`config.mk`:
```
export PLATFORM = sky130hd
export DESIGN_NAME = csc_clock_ctrl
export DESIGN_NICKNAME = d
export VERILOG_FILES = /design/src/csc_pkg.sv /design/src/csc_clock_ctrl.sv
export SDC_FILE = /design/constraint.sdc
export NUM_CORES = 1
export LEC_CHECK = 0
export BUFFER_PORTS_ARGS = -buffer_cell sky130_fd_sc_hd__buf_2
export CORE_MARGIN = 1
export CORE_UTILIZATION = 30
export CTS_CLUSTER_SIZE = 10
export DETAILED_ROUTE_END_ITERATION = 8
export PLACE_DENSITY_LB_ADDON = 0.12
export REMOVE_ABC_BUFFERS = 1
export SLEW_MARGIN = 20
export SYNTH_ARGS = -nofsm -noshare
export SYNTH_HDL_FRONTEND = slang
export SYNTH_SLANG_ARGS = --single-unit
```
`constraint.sdc`:
```
create_clock -name mclk_in -period 2.5 [get_ports mclk_in]
set_input_delay 0.5 -clock mclk_in [delete_from_list [all_inputs] [get_ports mclk_in]]
set_output_delay 0.5 -clock mclk_in [all_outputs]
set_load 0.005 [all_outputs]
```
`src/csc_pkg.sv`:
```
/*
 * Constants, types and decode helpers for the clock source select and start-up block.
 * Assumes one controller clock and oscillator activity seen as slow level toggles.
 */
//
// Notes on behaviour
// RULE_01 - Code 0000 external clock, 0010 internal 8 MHz RC, 0011 watchdog oscillator.
// RULE_02 - 01xx low-frequency crystal; 100x..111x crystal ranges rising up to 16 MHz.
// RULE_03 - Pin roles follow source: clock input, oscillator terminals, or general I/O.
// RULE_04 - Reset copies fuse source and start-up fields into the runtime select register.
// RULE_05 - Software may switch to any other source while running.
// RULE_06 - Wake or newly enabled source counts its own start-up cycles before running.
// RULE_07 - Reset adds watchdog-timed settling: 512 short, 8192 long cycles.
// RULE_08 - RC source: 6 CK wake; reset 14 CK plus none, short, long; 11 reserved. Here 11 selects the long time-out.
// RULE_09 - Setting without time-out only allowed while reset pin disable fuse is unset.
// RULE_10 - Delivered fuses: source 0010, start-up 10, divide by eight programmed.
// RULE_11 - Reset loads factory trim into the RC trim register.
// RULE_12 - Software may rewrite the RC trim register.
// RULE_13 - Watchdog oscillator keeps running for watchdog and reset time-out.
// RULE_14 - Fuse bit reads 1 unprogrammed, 0 programmed.
// RULE_15 - Core clock halt stops core; wake events still seen with peripheral clock off.
// RULE_16 - Async timer clock from external clock or low-frequency crystal, runs in sleep; here only the low-frequency crystal source is enabled for it.
// RULE_17 - Converter clock stays on while core and peripheral clocks halt.
// RULE_18 - Program memory clock runs whenever core clock runs.
// RULE_19 - Unused module clocks gated by sleep modes or software.
// RULE_20 - Crystal: low select bit plus start-up field pick 258, 1024, 16384 CK.
// RULE_21 - Switch keeps old source until new start-up count ends, then changes.
package csc_pkg;

	// ------------------------------------------------------------
	// Register map
	// ------------------------------------------------------------
	localparam logic [7:0] CSC_OFS_SELECT = 8'h00;
	localparam logic [7:0] CSC_OFS_TRIM   = 8'h04;
	localparam logic [7:0] CSC_OFS_GATE   = 8'h08;
	localparam logic [7:0] CSC_OFS_STATUS = 8'h0C;
	localparam logic [7:0] CSC_OFS_FUSE   = 8'h10;
	localparam logic [4:0] CSC_GATE_RESET = 5'h00;

	// ------------------------------------------------------------
	// Source codes and indices
	// ------------------------------------------------------------
	localparam logic [3:0] CSC_SEL_EXT = 4'h0;
	localparam logic [3:0] CSC_SEL_RC  = 4'h2;
	localparam logic [3:0] CSC_SEL_WDT = 4'h3;
	localparam int         CSC_NSRC    = 5;
	typedef enum logic [2:0] {
		CSC_SRC_EXT  = 3'h0,
		CSC_SRC_RC   = 3'h1,
		CSC_SRC_WDT  = 3'h2,
		CSC_SRC_LFX  = 3'h3,
		CSC_SRC_XTAL = 3'h4
	} csc_src_t;

	// ------------------------------------------------------------
	// Start-up counts in oscillator cycles
	// ------------------------------------------------------------
	localparam logic [14:0] CSC_CK_WAKE_RC  = 15'h0006;
	localparam logic [14:0] CSC_CK_RESET    = 15'h000E;
	localparam logic [14:0] CSC_CK_XTAL_258 = 15'h0102;
	localparam logic [14:0] CSC_CK_XTAL_1K  = 15'h0400;
	localparam int          CSC_CK_XTAL_16K = 16384;
	localparam logic [14:0] CSC_TO_SHORT    = 15'h0200;
	localparam int          CSC_TO_LONG     = 8192;
	typedef enum logic [1:0] {
		CSC_TO_NONE = 2'h0,
		CSC_TO_S    = 2'h1,
		CSC_TO_L    = 2'h2
	} csc_to_t;
	typedef enum logic [1:0] {
		CSC_WK_6    = 2'h0,
		CSC_WK_258  = 2'h1,
		CSC_WK_1K   = 2'h2,
		CSC_WK_16K  = 2'h3
	} csc_wk_t;

	// ------------------------------------------------------------
	// Pin roles
	// ------------------------------------------------------------
	localparam logic [1:0] CSC_PIN_GPIO   = 2'h0;
	localparam logic [1:0] CSC_PIN_CLKIN  = 2'h1;
	localparam logic [1:0] CSC_PIN_OSC    = 2'h2;
	localparam logic [1:0] CSC_PIN_CLKOUT = 2'h3;

	// Sleep mode codes from the core
	localparam logic [1:0] CSC_SLP_ACTIVE = 2'h0;
	localparam logic [1:0] CSC_SLP_IDLE   = 2'h1;
	localparam logic [1:0] CSC_SLP_ADC    = 2'h2;
	localparam logic [1:0] CSC_SLP_DOWN   = 2'h3;

	// ------------------------------------------------------------
	// Decode helpers
	// ------------------------------------------------------------
	function automatic csc_src_t csc_decode(input logic [3:0] sel);
		csc_src_t s;
		s = CSC_SRC_RC;
		if (sel[3])
			s = CSC_SRC_XTAL;                  // RULE_02
		else if (sel[2])
			s = CSC_SRC_LFX;                   // RULE_02
		else if (sel == CSC_SEL_EXT)
			s = CSC_SRC_EXT;                   // RULE_01
		else if (sel == CSC_SEL_WDT)
			s = CSC_SRC_WDT;                   // RULE_01
		return s;
	endfunction : csc_decode

	function automatic csc_wk_t csc_wake(input logic [3:0] sel, input logic [1:0] fuse_startup_time);
		csc_wk_t w;
		w = CSC_WK_6;
		if (sel[3]) begin
			if ({sel[0], fuse_startup_time} <= 3'h1)
				w = CSC_WK_258;                // RULE_20
			else if ({sel[0], fuse_startup_time} <= 3'h4)
				w = CSC_WK_1K;                 // RULE_20
			else
				w = CSC_WK_16K;                // RULE_20
		end
		return w;
	endfunction : csc_wake

	function automatic csc_to_t csc_timeout(input logic [3:0] sel, input logic [1:0] fuse_startup_time,
	                                         input logic rst_pin_off);
		csc_to_t t;
		t = CSC_TO_L;
		if (sel[3]) begin
			unique case ({sel[0], fuse_startup_time})
				3'h0, 3'h3, 3'h6: t = CSC_TO_S;
				3'h2, 3'h5:       t = rst_pin_off ? CSC_TO_S : CSC_TO_NONE;   // RULE_09
				default:          t = CSC_TO_L;
			endcase
		end else begin
			unique case (fuse_startup_time)
				2'h0:    t = rst_pin_off ? CSC_TO_S : CSC_TO_NONE;         // RULE_09
				2'h1:    t = CSC_TO_S;                                     // RULE_08
				default: t = CSC_TO_L;                                     // RULE_08
			endcase
		end
		return t;
	endfunction : csc_timeout

endpackage : csc_pkg
```
`src/csc_clock_ctrl.sv`:
```
/*
 * Clock source select and start-up sequencer with an APB register slave.
 * Assumes oscillator activity arrives as asynchronous level toggles slower than half of mclk_in,
 * and that a downstream glitch-free mux and gates act on the select and enable outputs.
 */
// Chosen here: the register offsets and the APB interface to the registers.
`timescale 1ns/1ns
`default_nettype none
module csc_clock_ctrl
	import csc_pkg::*;
#(
	parameter int LONG_TIMEOUT_CYC = CSC_TO_LONG,
	parameter int XTAL_LONG_CK     = CSC_CK_XTAL_16K
) (
	input  wire logic              mclk_in,
	input  wire logic              sys_rst_in,
	input  wire logic              psel_in,
	input  wire logic              penable_in,
	input  wire logic              pwrite_in,
	input  wire logic [7:0]        paddr_in,
	input  wire logic [31:0]       pwdata_in,
	output logic                   pready_out,
	output logic                   pslverr_out,
	output logic      [31:0]       prdata_out,
	input  wire logic [3:0]        fuse_source_select_in,
	input  wire logic [1:0]        fuse_startup_time_in,
	input  wire logic              divide_by_eight_fuse_in,
	input  wire logic              reset_pin_disable_fuse_in,
	input  wire logic [7:0]        factory_trim_in,
	input  wire logic [4:0]        osc_toggle_in,
	input  wire logic              wake_in,
	input  wire logic [1:0]        sleep_mode_in,
	output logic      [4:0]        source_enable_out,
	output logic      [4:0]        source_mux_out,
	output logic      [1:0]        port_b_pin_four_role_out,
	output logic      [1:0]        port_b_pin_five_role_out,
	output logic                   core_clock_en_out,
	output logic                   program_memory_clock_en_out,
	output logic                   peripheral_clock_en_out,
	output logic                   async_timer_clock_en_out,
	output logic                   converter_clock_en_out,
	output logic                   watchdog_clock_en_out,
	output logic                   clock_div8_out,
	output logic      [7:0]        rc_trim_out
);

	// ------------------------------------------------------------
	// Types and state
	// ------------------------------------------------------------
	typedef enum logic [5:0] {
		ST_TIMEOUT = 6'b000001,
		ST_RST_CK  = 6'b000010,
		ST_RUN     = 6'b000100,
		ST_SLEEP   = 6'b001000,
		ST_WAKE    = 6'b010000,
		ST_SWITCH  = 6'b100000
	} csc_state_t;

	csc_state_t  state_reg;
	csc_state_t  state_next;
	logic [3:0]  sel_reg;
	logic [1:0]  sut_reg;
	logic [3:0]  pend_sel_reg;
	logic [1:0]  pend_sut_reg;
	logic [7:0]  trim_reg;
	logic [4:0]  gate_reg;
	logic [14:0] count_reg;
	logic [14:0] count_next;
	logic [31:0] rdata_reg;
	logic [4:0]  mux_reg;
	logic [4:0]  sync1_reg;
	logic [4:0]  sync2_reg;
	logic [4:0]  sync3_reg;
	logic        wake1_reg;
	logic        wake2_reg;

	// ------------------------------------------------------------
	// Oscillator activity synchronisers
	// ------------------------------------------------------------
	always_ff @(posedge mclk_in) begin
		if (sys_rst_in) begin
			sync1_reg <= 5'h00;
			sync2_reg <= 5'h00;
			sync3_reg <= 5'h00;
			wake1_reg <= 1'b0;
			wake2_reg <= 1'b0;
		end else begin
			sync1_reg <= osc_toggle_in;
			sync2_reg <= sync1_reg;
			sync3_reg <= sync2_reg;
			wake1_reg <= wake_in;
			wake2_reg <= wake1_reg;
		end
	end

	wire logic [4:0] tick = sync2_reg & ~sync3_reg;

	// ------------------------------------------------------------
	// Source decode and start-up lengths
	// ------------------------------------------------------------
	wire csc_src_t act_src   = csc_decode(sel_reg);
	wire csc_src_t pend_src  = csc_decode(pend_sel_reg);
	wire csc_wk_t  act_wk    = csc_wake(sel_reg, sut_reg);
	wire csc_wk_t  pend_wk   = csc_wake(pend_sel_reg, pend_sut_reg);
	wire csc_to_t  act_to    = csc_timeout(sel_reg, sut_reg, ~reset_pin_disable_fuse_in);    // RULE_14
	wire logic     act_tick  = tick[act_src];
	wire logic     pend_tick = tick[pend_src];
	wire logic     wdt_tick  = tick[CSC_SRC_WDT];                                           // RULE_13

	function automatic logic [14:0] wk_len(input csc_wk_t w);
		logic [14:0] n;
		unique case (w)
			CSC_WK_258: n = CSC_CK_XTAL_258;
			CSC_WK_1K:  n = CSC_CK_XTAL_1K;
			CSC_WK_16K: n = 15'(XTAL_LONG_CK);
			default:    n = CSC_CK_WAKE_RC;
		endcase
		return n;
	endfunction : wk_len

	wire logic [14:0] act_wk_len  = wk_len(act_wk);                                         // RULE_06
	wire logic [14:0] pend_wk_len = wk_len(pend_wk);                                        // RULE_21
	wire logic [14:0] to_len      = (act_to == CSC_TO_L) ? 15'(LONG_TIMEOUT_CYC) : CSC_TO_SHORT; // RULE_07

	// ------------------------------------------------------------
	// APB decode
	// ------------------------------------------------------------
	wire logic setup     = psel_in & ~penable_in;
	wire logic access_wr = psel_in & penable_in & pwrite_in;
	wire logic hit_sel   = paddr_in == CSC_OFS_SELECT;
	wire logic hit_trim  = paddr_in == CSC_OFS_TRIM;
	wire logic hit_gate  = paddr_in == CSC_OFS_GATE;
	wire logic hit_stat  = paddr_in == CSC_OFS_STATUS;
	wire logic hit_fuse  = paddr_in == CSC_OFS_FUSE;
	wire logic mapped    = hit_sel | hit_trim | hit_gate | hit_stat | hit_fuse;
	wire logic wr_sel    = access_wr & hit_sel;
	wire logic wr_trim   = access_wr & hit_trim;
	wire logic wr_gate   = access_wr & hit_gate;
	wire logic new_src   = pwdata_in[3:0] != sel_reg;
	wire logic sw_req    = wr_sel & (state_reg == ST_RUN) & new_src;                         // RULE_05

	wire logic [31:0] stat_word = {21'h0, state_reg == ST_WAKE, state_reg == ST_TIMEOUT,
	                               state_reg == ST_RUN, state_reg == ST_SWITCH, act_src, pend_sel_reg};
	wire logic [31:0] fuse_word = {24'h0, reset_pin_disable_fuse_in, divide_by_eight_fuse_in,
	                               fuse_startup_time_in, fuse_source_select_in};             // RULE_14
	wire logic [31:0] rd_mux    = hit_sel  ? {26'h0, sut_reg, sel_reg} :
	                              hit_trim ? {24'h0, trim_reg} :
	                              hit_gate ? {27'h0, gate_reg} :
	                              hit_stat ? stat_word :
	                              hit_fuse ? fuse_word : 32'h0;

	assign pready_out  = 1'b1;
	assign pslverr_out = psel_in & penable_in & ~mapped;
	assign prdata_out  = rdata_reg;

	// ------------------------------------------------------------
	// Sequencer
	// ------------------------------------------------------------
	wire logic go_sleep = sleep_mode_in == CSC_SLP_DOWN;

	always_comb begin
		state_next = state_reg;
		count_next = count_reg;
		unique case (state_reg)
			ST_TIMEOUT: begin
				if (act_to == CSC_TO_NONE || count_reg == to_len) begin
					state_next = ST_RST_CK;                                              // RULE_07
					count_next = 15'h0000;
				end else if (wdt_tick)
					count_next = count_reg + 15'h0001;
			end
			ST_RST_CK: begin
				if (count_reg == CSC_CK_RESET) begin
					state_next = ST_RUN;                                                 // RULE_08
					count_next = 15'h0000;
				end else if (act_tick)
					count_next = count_reg + 15'h0001;
			end
			ST_RUN: begin
				count_next = 15'h0000;
				if (sw_req)
					state_next = ST_SWITCH;                                              // RULE_21
				else if (go_sleep)
					state_next = ST_SLEEP;
			end
			ST_SLEEP: begin
				count_next = 15'h0000;
				if (wake2_reg)
					state_next = ST_WAKE;                                                // RULE_15
			end
			ST_WAKE: begin
				if (count_reg == act_wk_len) begin
					state_next = ST_RUN;                                                 // RULE_06
					count_next = 15'h0000;
				end else if (act_tick)
					count_next = count_reg + 15'h0001;
			end
			ST_SWITCH: begin
				if (count_reg == pend_wk_len) begin
					state_next = ST_RUN;                                                 // RULE_21
					count_next = 15'h0000;
				end else if (pend_tick)
					count_next = count_reg + 15'h0001;                                   // RULE_06
			end
		endcase
	end

	wire logic sw_done = (state_reg == ST_SWITCH) & (state_next == ST_RUN);

	always_ff @(posedge mclk_in) begin
		if (sys_rst_in) begin
			state_reg <= ST_TIMEOUT;
			count_reg <= 15'h0000;
		end else begin
			state_reg <= state_next;
			count_reg <= count_next;
		end
	end

	// ------------------------------------------------------------
	// Select, trim and gate registers
	// ------------------------------------------------------------
	always_ff @(posedge mclk_in) begin
		if (sys_rst_in) begin
			sel_reg      <= fuse_source_select_in;                                      // RULE_04
			sut_reg      <= fuse_startup_time_in;                                       // RULE_04
			pend_sel_reg <= fuse_source_select_in;
			pend_sut_reg <= fuse_startup_time_in;
		end else if (sw_req) begin
			pend_sel_reg <= pwdata_in[3:0];
			pend_sut_reg <= pwdata_in[5:4];
		end else if (sw_done) begin
			sel_reg      <= pend_sel_reg;                                               // RULE_21
			sut_reg      <= pend_sut_reg;
		end
	end

	always_ff @(posedge mclk_in) begin
		if (sys_rst_in) begin
			trim_reg <= factory_trim_in;                                                // RULE_11
			gate_reg <= {~divide_by_eight_fuse_in, CSC_GATE_RESET[3:0]};                // RULE_10
		end else begin
			if (wr_trim)
				trim_reg <= pwdata_in[7:0];                                             // RULE_12
			if (wr_gate)
				gate_reg <= pwdata_in[4:0];                                             // RULE_19
		end
	end

	always_ff @(posedge mclk_in) begin
		if (sys_rst_in) begin
			rdata_reg <= 32'h0;
			mux_reg   <= 5'h00;
		end else begin
			if (setup & ~pwrite_in)
				rdata_reg <= rd_mux;
			mux_reg <= 5'(1) << act_src;                                                // RULE_21
		end
	end

	// ------------------------------------------------------------
	// Source enables, pin roles and clock gates
	// ------------------------------------------------------------
	wire logic running   = state_reg == ST_RUN || state_reg == ST_SWITCH;
	wire logic asleep    = state_reg == ST_SLEEP;
	wire logic async_on  = gate_reg[2];
	wire logic [4:0] act_oh  = 5'(1) << act_src;
	wire logic [4:0] pend_oh = (state_reg == ST_SWITCH) ? 5'(1) << pend_src : 5'h00;
	wire logic [4:0] main_en = asleep ? 5'h00 : (act_oh | pend_oh);
	wire logic [4:0] asy_en  = async_on ? 5'(1) << CSC_SRC_LFX : 5'h00;               // RULE_16
	wire logic xtal_pins     = act_src == CSC_SRC_XTAL || act_src == CSC_SRC_LFX;

	assign source_enable_out = main_en | asy_en | (5'(1) << CSC_SRC_WDT);               // RULE_13
	assign source_mux_out    = mux_reg;                                                 // RULE_01
	assign port_b_pin_four_role_out = xtal_pins ? CSC_PIN_OSC :                          // RULE_03
	                                  (act_src == CSC_SRC_EXT) ? CSC_PIN_CLKIN : CSC_PIN_GPIO;
	assign port_b_pin_five_role_out = xtal_pins ? CSC_PIN_OSC :                          // RULE_03
	                                  gate_reg[3] ? CSC_PIN_CLKOUT : CSC_PIN_GPIO;

	wire logic core_on = running & (sleep_mode_in == CSC_SLP_ACTIVE);                   // RULE_15
	assign core_clock_en_out           = core_on;
	assign program_memory_clock_en_out = core_on;                                       // RULE_18
	assign peripheral_clock_en_out     = running & ~gate_reg[0] &                        // RULE_19
	                                     (sleep_mode_in == CSC_SLP_ACTIVE || sleep_mode_in == CSC_SLP_IDLE);
	assign converter_clock_en_out      = running & ~gate_reg[1] & ~go_sleep;            // RULE_17
	assign async_timer_clock_en_out    = async_on;                                      // RULE_16
	assign watchdog_clock_en_out       = 1'b1;                                          // RULE_13
	assign clock_div8_out              = gate_reg[4];                                   // RULE_10
	assign rc_trim_out                 = trim_reg;                                      // RULE_11

endmodule : csc_clock_ctrl
`default_nettype wire

```
Yosys cells after proc, flatten, opt, wreduce, memory -nomap -nowiden --
Cells that the tools add are included. Widths: inputs -> output; s select.
Storage, ports and cells: register bits 100, input port bits 69, word-level logic and storage cells 181
Operators by class: shift operators 2, muxes and demuxes 67, equality and inequality tests 37, add/subtract/negate cells 1, $lt $le $gt $ge 6, reduce and logical (&&, ||, !) cells 21, bitwise gates (word level) 31
Operator list (count):
- $mux 15 | 7
- $pmux 15 s3 | 2
- $pmux 15 s5 | 1
- $mux 11 | 4
- $mux 6 | 7
- $mux 2 | 19
- $pmux 6 s6 | 1
- $eq 15x15->1 | 2
- $mux 4 | 6
- $mux 8 | 3
- $mux 5 | 4
- $and 1x1->1 | 16
- $eq 8x4->1 const B | 2
- $add 15x1->15 const B | 1
- $eq 15x14->1 | 1
- $eq 15x4->1 const B | 1
- $mux 14 | 1
- $eq 2x2->1 const B | 6
- $eq 6x3->1 const B | 2
- $shl 1x3->5 const A | 2
- $eq 3x2->1 const B | 3
- $eq 3x3->1 const B | 3
- $eq 2x1->1 const B | 4
- $eq 4x2->1 const B | 2
- 32 further kinds | 65

Longest topological paths before layout --
depth after elaboration 15, depth in mapped cells 11

Least setup slack after synthesis --
OpenSTA, ideal clock, no wires.
path kind register -> register, from register count_reg[1], to register count_reg[11], buffers on the path 2, arrival 2341 ps, path slack 37 ps, cell stages (with the launch flop) 12, library setup time 122 ps, cell sequence dfxtp_1 clkbuf_1 inv_1 ha_1 nor4b_2 and4_1 and4_1 nor3_1 a22o_4 nor2_1 buf_2 a221o_1
Between the ends: word-level cells in the longest chain between the ends 4
RTL lines:
- start, declared | RTL line csc_clock_ctrl.sv:67 | logic [14:0] count_reg;
- start signal, assigned | RTL line csc_clock_ctrl.sv:216 | count_reg <= count_next;
- $add 15x1->15 or $eq 15x14->1 (tied branches)
- $mux 15, or another cell as far along | RTL line csc_clock_ctrl.sv:202 | end else if (pend_tick)
- $mux 15, or another cell as far along | RTL line csc_clock_ctrl.sv:199 | if (count_reg == pend_wk_len) begin
- $pmux 15 s5 or $reduce_and 2->1 (tied branches)
Several ways; a longest one is shown, not always the timed one. The select of a mux whose other input is x is not followed. A chain may end at the register's enable or synchronous reset.

Worst setup path in the final report --
from register state_reg[0], to output port converter_clock_en_out
Between the ends: word-level cells in the longest chain between the ends 4
RTL lines:
- start, declared | RTL line csc_clock_ctrl.sv:59 | csc_state_t state_reg;
- start signal, assigned | RTL line csc_clock_ctrl.sv:215 | state_reg <= state_next;
- $eq 6x3->1 or $eq 6x6->1 (tied branches) | RTL line csc_clock_ctrl.sv:264 | wire logic running = state_reg == ST_RUN || state_reg == ST_SWITCH;
- $logic_or 1x1->1 (*) | RTL line csc_clock_ctrl.sv:264
- $and 1x1->1 (*) (2 in series) | RTL line csc_clock_ctrl.sv:285 | assign converter_clock_en_out = running & ~gate_reg[1] & ~go_sleep;
- end, declared | RTL line csc_clock_ctrl.sv:41 | output logic converter_clock_en_out,
Every way passes the cells marked *; elsewhere a longest branch is shown, timed or not.

==> impl_summary.log <==
INFO  metric drt_iter0_drc = 265
INFO  metric global_route.peak_usage_layer = met2
INFO  metric worst_setup_hold_path_clk_slew = around 0.06 ns
INFO  metric internal_power = 2.38 mW
INFO  metric crit_path_start_kind = flop
INFO  metric clock_tree_from_tritoncts = built
INFO  metric final_cell_mix = sky130_fd_sc_hd__buf_2, sky130_fd_sc_hd__nand2_1, sky130_fd_sc_hd__dfxtp_1
INFO  metric share_clk_of_total_power = 0.402
INFO  metric routedWlPerCell = approximately 16 um
INFO  metric initial_utilization = 0.309
INFO  metric via_per_inst = 4.96
INFO  metric p_switching = between 0.8 and 0.9 mW
INFO  metric global_route_total_overflow = 0
INFO  metric fmax = 414 MHz
INFO  metric power.leakage = between 2 and 2.5 nW
INFO  metric post_synth_fa_ha_maj_area_fraction = 0.00828
INFO  metric postSynthRegisterBits = 79
INFO  metric place_congestion = between 0.7 and 0.8
INFO  metric ir_worst_vdd = 0.000332 V
INFO  metric die_area = around 16000 um2
INFO  metric timing.max_slew.rel_slack = 0.657
INFO  metric dominant_combinational_cell_family_by_area_after_synthesis = simple AND/OR/NAND/NOR gates
INFO  metric status = finished, violations left
INFO  metric share_seq_of_total_power = 0.440
INFO  metric cts_num_sinks = roughly 80
INFO  metric cts.path.max_buffers = 2
INFO  metric drv_cap = 0
INFO  metric synth_enable_flop_cells = 21
INFO  metric critical_path_class = reg -> out
INFO  metric core_region_area = 14600 um2
INFO  metric groute.layer.met1.usage = 0.234
INFO  metric grt_use_total = 0.173
INFO  metric syn_inst = 529
INFO  metric grt_util_met2 = 0.279
INFO  metric timing.setup.tns = 0 ns
INFO  metric global_route_wire_length_before_repair = 20.9 mm
INFO  metric synth.mux.area_fraction = 0.0276
INFO  metric dpl.hpwl = 9.90 mm
INFO  metric worstSkewPairLatency = 0.35 ns
INFO  metric rsz0062_at_grt = yes
INFO  metric holdWs = 0.361 ns
INFO  metric row_count = 44
INFO  metric cts-root-buf = sky130_fd_sc_hd__clkbuf_16
INFO  metric power_density = 570 nW/um2
INFO  metric power.switching_fraction = 0.267
INFO  metric failed_checks = DRC
INFO  metric remaining_drc_errors = 7
INFO  metric period_share = 0.966
INFO  metric postSynth.asyncResetShare = 0
INFO  metric ys.flop_type = sky130_fd_sc_hd__dfxtp_1
INFO  metric setup_viol_count_final = 0
INFO  metric critPathRequiredTime = ~2.0 ns
INFO  metric first_pass_iters = 6
INFO  metric timing_hold_violations_final = 0
INFO  metric vias = 4111
INFO  metric post_synth_and_or_nand_nor_area_fraction = 0.280
INFO  metric placement.io_buffers = 83
INFO  metric nNetsFinal = a little over 700
INFO  metric grt_start_max_net_pins = 55
INFO  metric ys_warn_count = 0
INFO  metric synth_sequential_area_ratio = 0.395
INFO  metric final.fill_count = between 1.5k and 2k
INFO  metric finalMaxSlewViolations = 0
INFO  metric die-height = roughly 120 um
INFO  metric hold_class = in -> reg
INFO  metric grt_util_met3 = 0.0374
INFO  metric layout.cells.most_common = sky130_fd_sc_hd__buf_2
INFO  metric combinationalPowerShare = 0.157
INFO  metric finalWorstPathRequiredPeriod = 2.42 ns
INFO  metric post_route_cells_drive_above_1_share = 0.284
INFO  metric h-tree-depth = 3
INFO  metric final.setup_skew = 0.00544 ns
INFO  metric worst-path-max-fanout = 5
INFO  metric cts-buffers-inserted = 9
INFO  metric layout-area-overhead-vs-synth = 25.8%
INFO  metric io-pin-count = 132
INFO  metric synth_area_per_cell = 8.57 um2
INFO  metric route.antenna.remaining_nets = 0
INFO  metric antenna_found_initial = 0
INFO  metric xor_and_xnor_fraction_of_the_mapped_netlist_area = 0.0193
INFO  metric p_total = 3.25 mW
INFO  metric netlist_area = approximately 4500 um2
INFO  metric die_width = ~120 um
INFO  metric first_global_vias = 3903
INFO  metric cp-end-kind = output pin
INFO  metric synth_cell_type_count = 71
INFO  metric postRouteWirelength = 13.2 mm
INFO  metric antenna_cells_inserted = 0
INFO  metric max_slew.worst_pin.slew = between 0.5 and 0.6 ns
INFO  metric synth-compound-area-share = 0.174
INFO  metric critPathArrivalTime = about 1.9 ns
INFO  metric flip_flop_count_of_the_largest_register_all_copies_and_words_added = 15
[path summary, 6_finish.rpt]
check | start | to | slack, ns | cells past startpoint
worst min-delay path | osc_toggle_in[4] | sync1_reg[4]$_SDFF_PP0_ | 0.36 | 2
worst max register to register | sel_reg[3]$_DFFE_PP_ | state_reg[2]$_SDFF_PP0_ | 0.10 | 9
worst min register to register | sync1_reg[4]$_SDFF_PP0_ | sync2_reg[4]$_SDFF_PP0_ | 0.44 | 1
worst max-delay path | state_reg[0]$_SDFF_PP1_ | converter_clock_en_out | 0.08 | 5
[timing repair]
item,in CTS,in global routing
gates resized for setup,6,19
pin swaps,2,6
buffers inserted,2,9
endpoints found under the setup margin,6,22
hold buffers,0,0
[per-stage QoR]
step / utilization / setup slack, ns / area, um2 / std cells
5_1_grt: 0.389 / -0.0321 / 5700 / 828
4_1_cts: 0.381 / 0.00433 / 5570 / 819
3_5_place_dp: 0.358 / 0.0780 / 5240 / 801
6_report: 0.389 / 0.0844 / 5700 / 828
3_3_place_gp: 0.358 / 0.0626 / 5240 / 801
2_1_floorplan: - / -0.0740 / 4270 / 492
[per-layer routing]
metal  wire, um  vias up
met5          0        -
met4        105        0
met3        634        6
met2       6150       83
met1       6340     1951
li1           -     2071
[cells by family after synthesis]
logic type,Yosys count
XOR/XNOR,10
AND/OR/NAND/NOR,233
buffers and inverters,80
multiplexers,12
other,2
AO/OA/AOI/OAI,110
adder cells (fa/ha/maj),3
flip-flops,79
[critical path, stage by stage (launching register included)]
cell	delay, ns
sky130_fd_sc_hd__dfxtp_2	0.34
sky130_fd_sc_hd__or4_4	0.58
sky130_fd_sc_hd__nor3b_4	0.25
sky130_fd_sc_hd__nor2_2	0.09
sky130_fd_sc_hd__nor3b_2	0.17
sky130_fd_sc_hd__buf_2	0.14
[cell usage after synthesis, drive strengths merged (7+ instances only)]
cell type / count / area [um2]
a21oi: 19 / 95.1
a221o: 9 / 90.1
nand3: 14 / 70.1
nor3b: 11 / 82.6
nor2: 38 / 145
inv: 21 / 78.8
mux2i: 8 / 80.1
a31oi: 7 / 43.8
nand2: 62 / 233
nor3: 21 / 105
edfxtp: 21 / 631
buf: 38 / 267
and2: 11 / 68.8
clkbuf: 21 / 78.8
dfxtp: 58 / 1160
nor2b: 28 / 175
xnor2: 7 / 61.3
nor4: 9 / 77.6
a211oi: 7 / 57.6
o21ai: 24 / 120
[power by group through the flow]
stage	combinational (mW)	clock, mW	sequential (mW)
after floorplan	0.229	0	1.46
after global placement	0.472	0	1.46
after detailed placement	0.475	0	1.46
after CTS	0.480	1.35	1.43
after global routing	0.567	1.41	1.44
final	0.511	1.31	1.43
[final cells by class]
class / count / area (um2) / share of cell area
Clock buffer: 10 / 229 / 0.0402
Clock inverter: 6 / 61.3 / 0.0108
Inverter: 21 / 78.8 / 0.0138
Multi-Input combinational cell: 392 / 2470 / 0.434
Sequential cell: 79 / 1800 / 0.315
Tap cell: 184 / 230 / 0.0404
Timing Repair Buffer: 136 / 830 / 0.146
(Power assumes the default switching activity.)
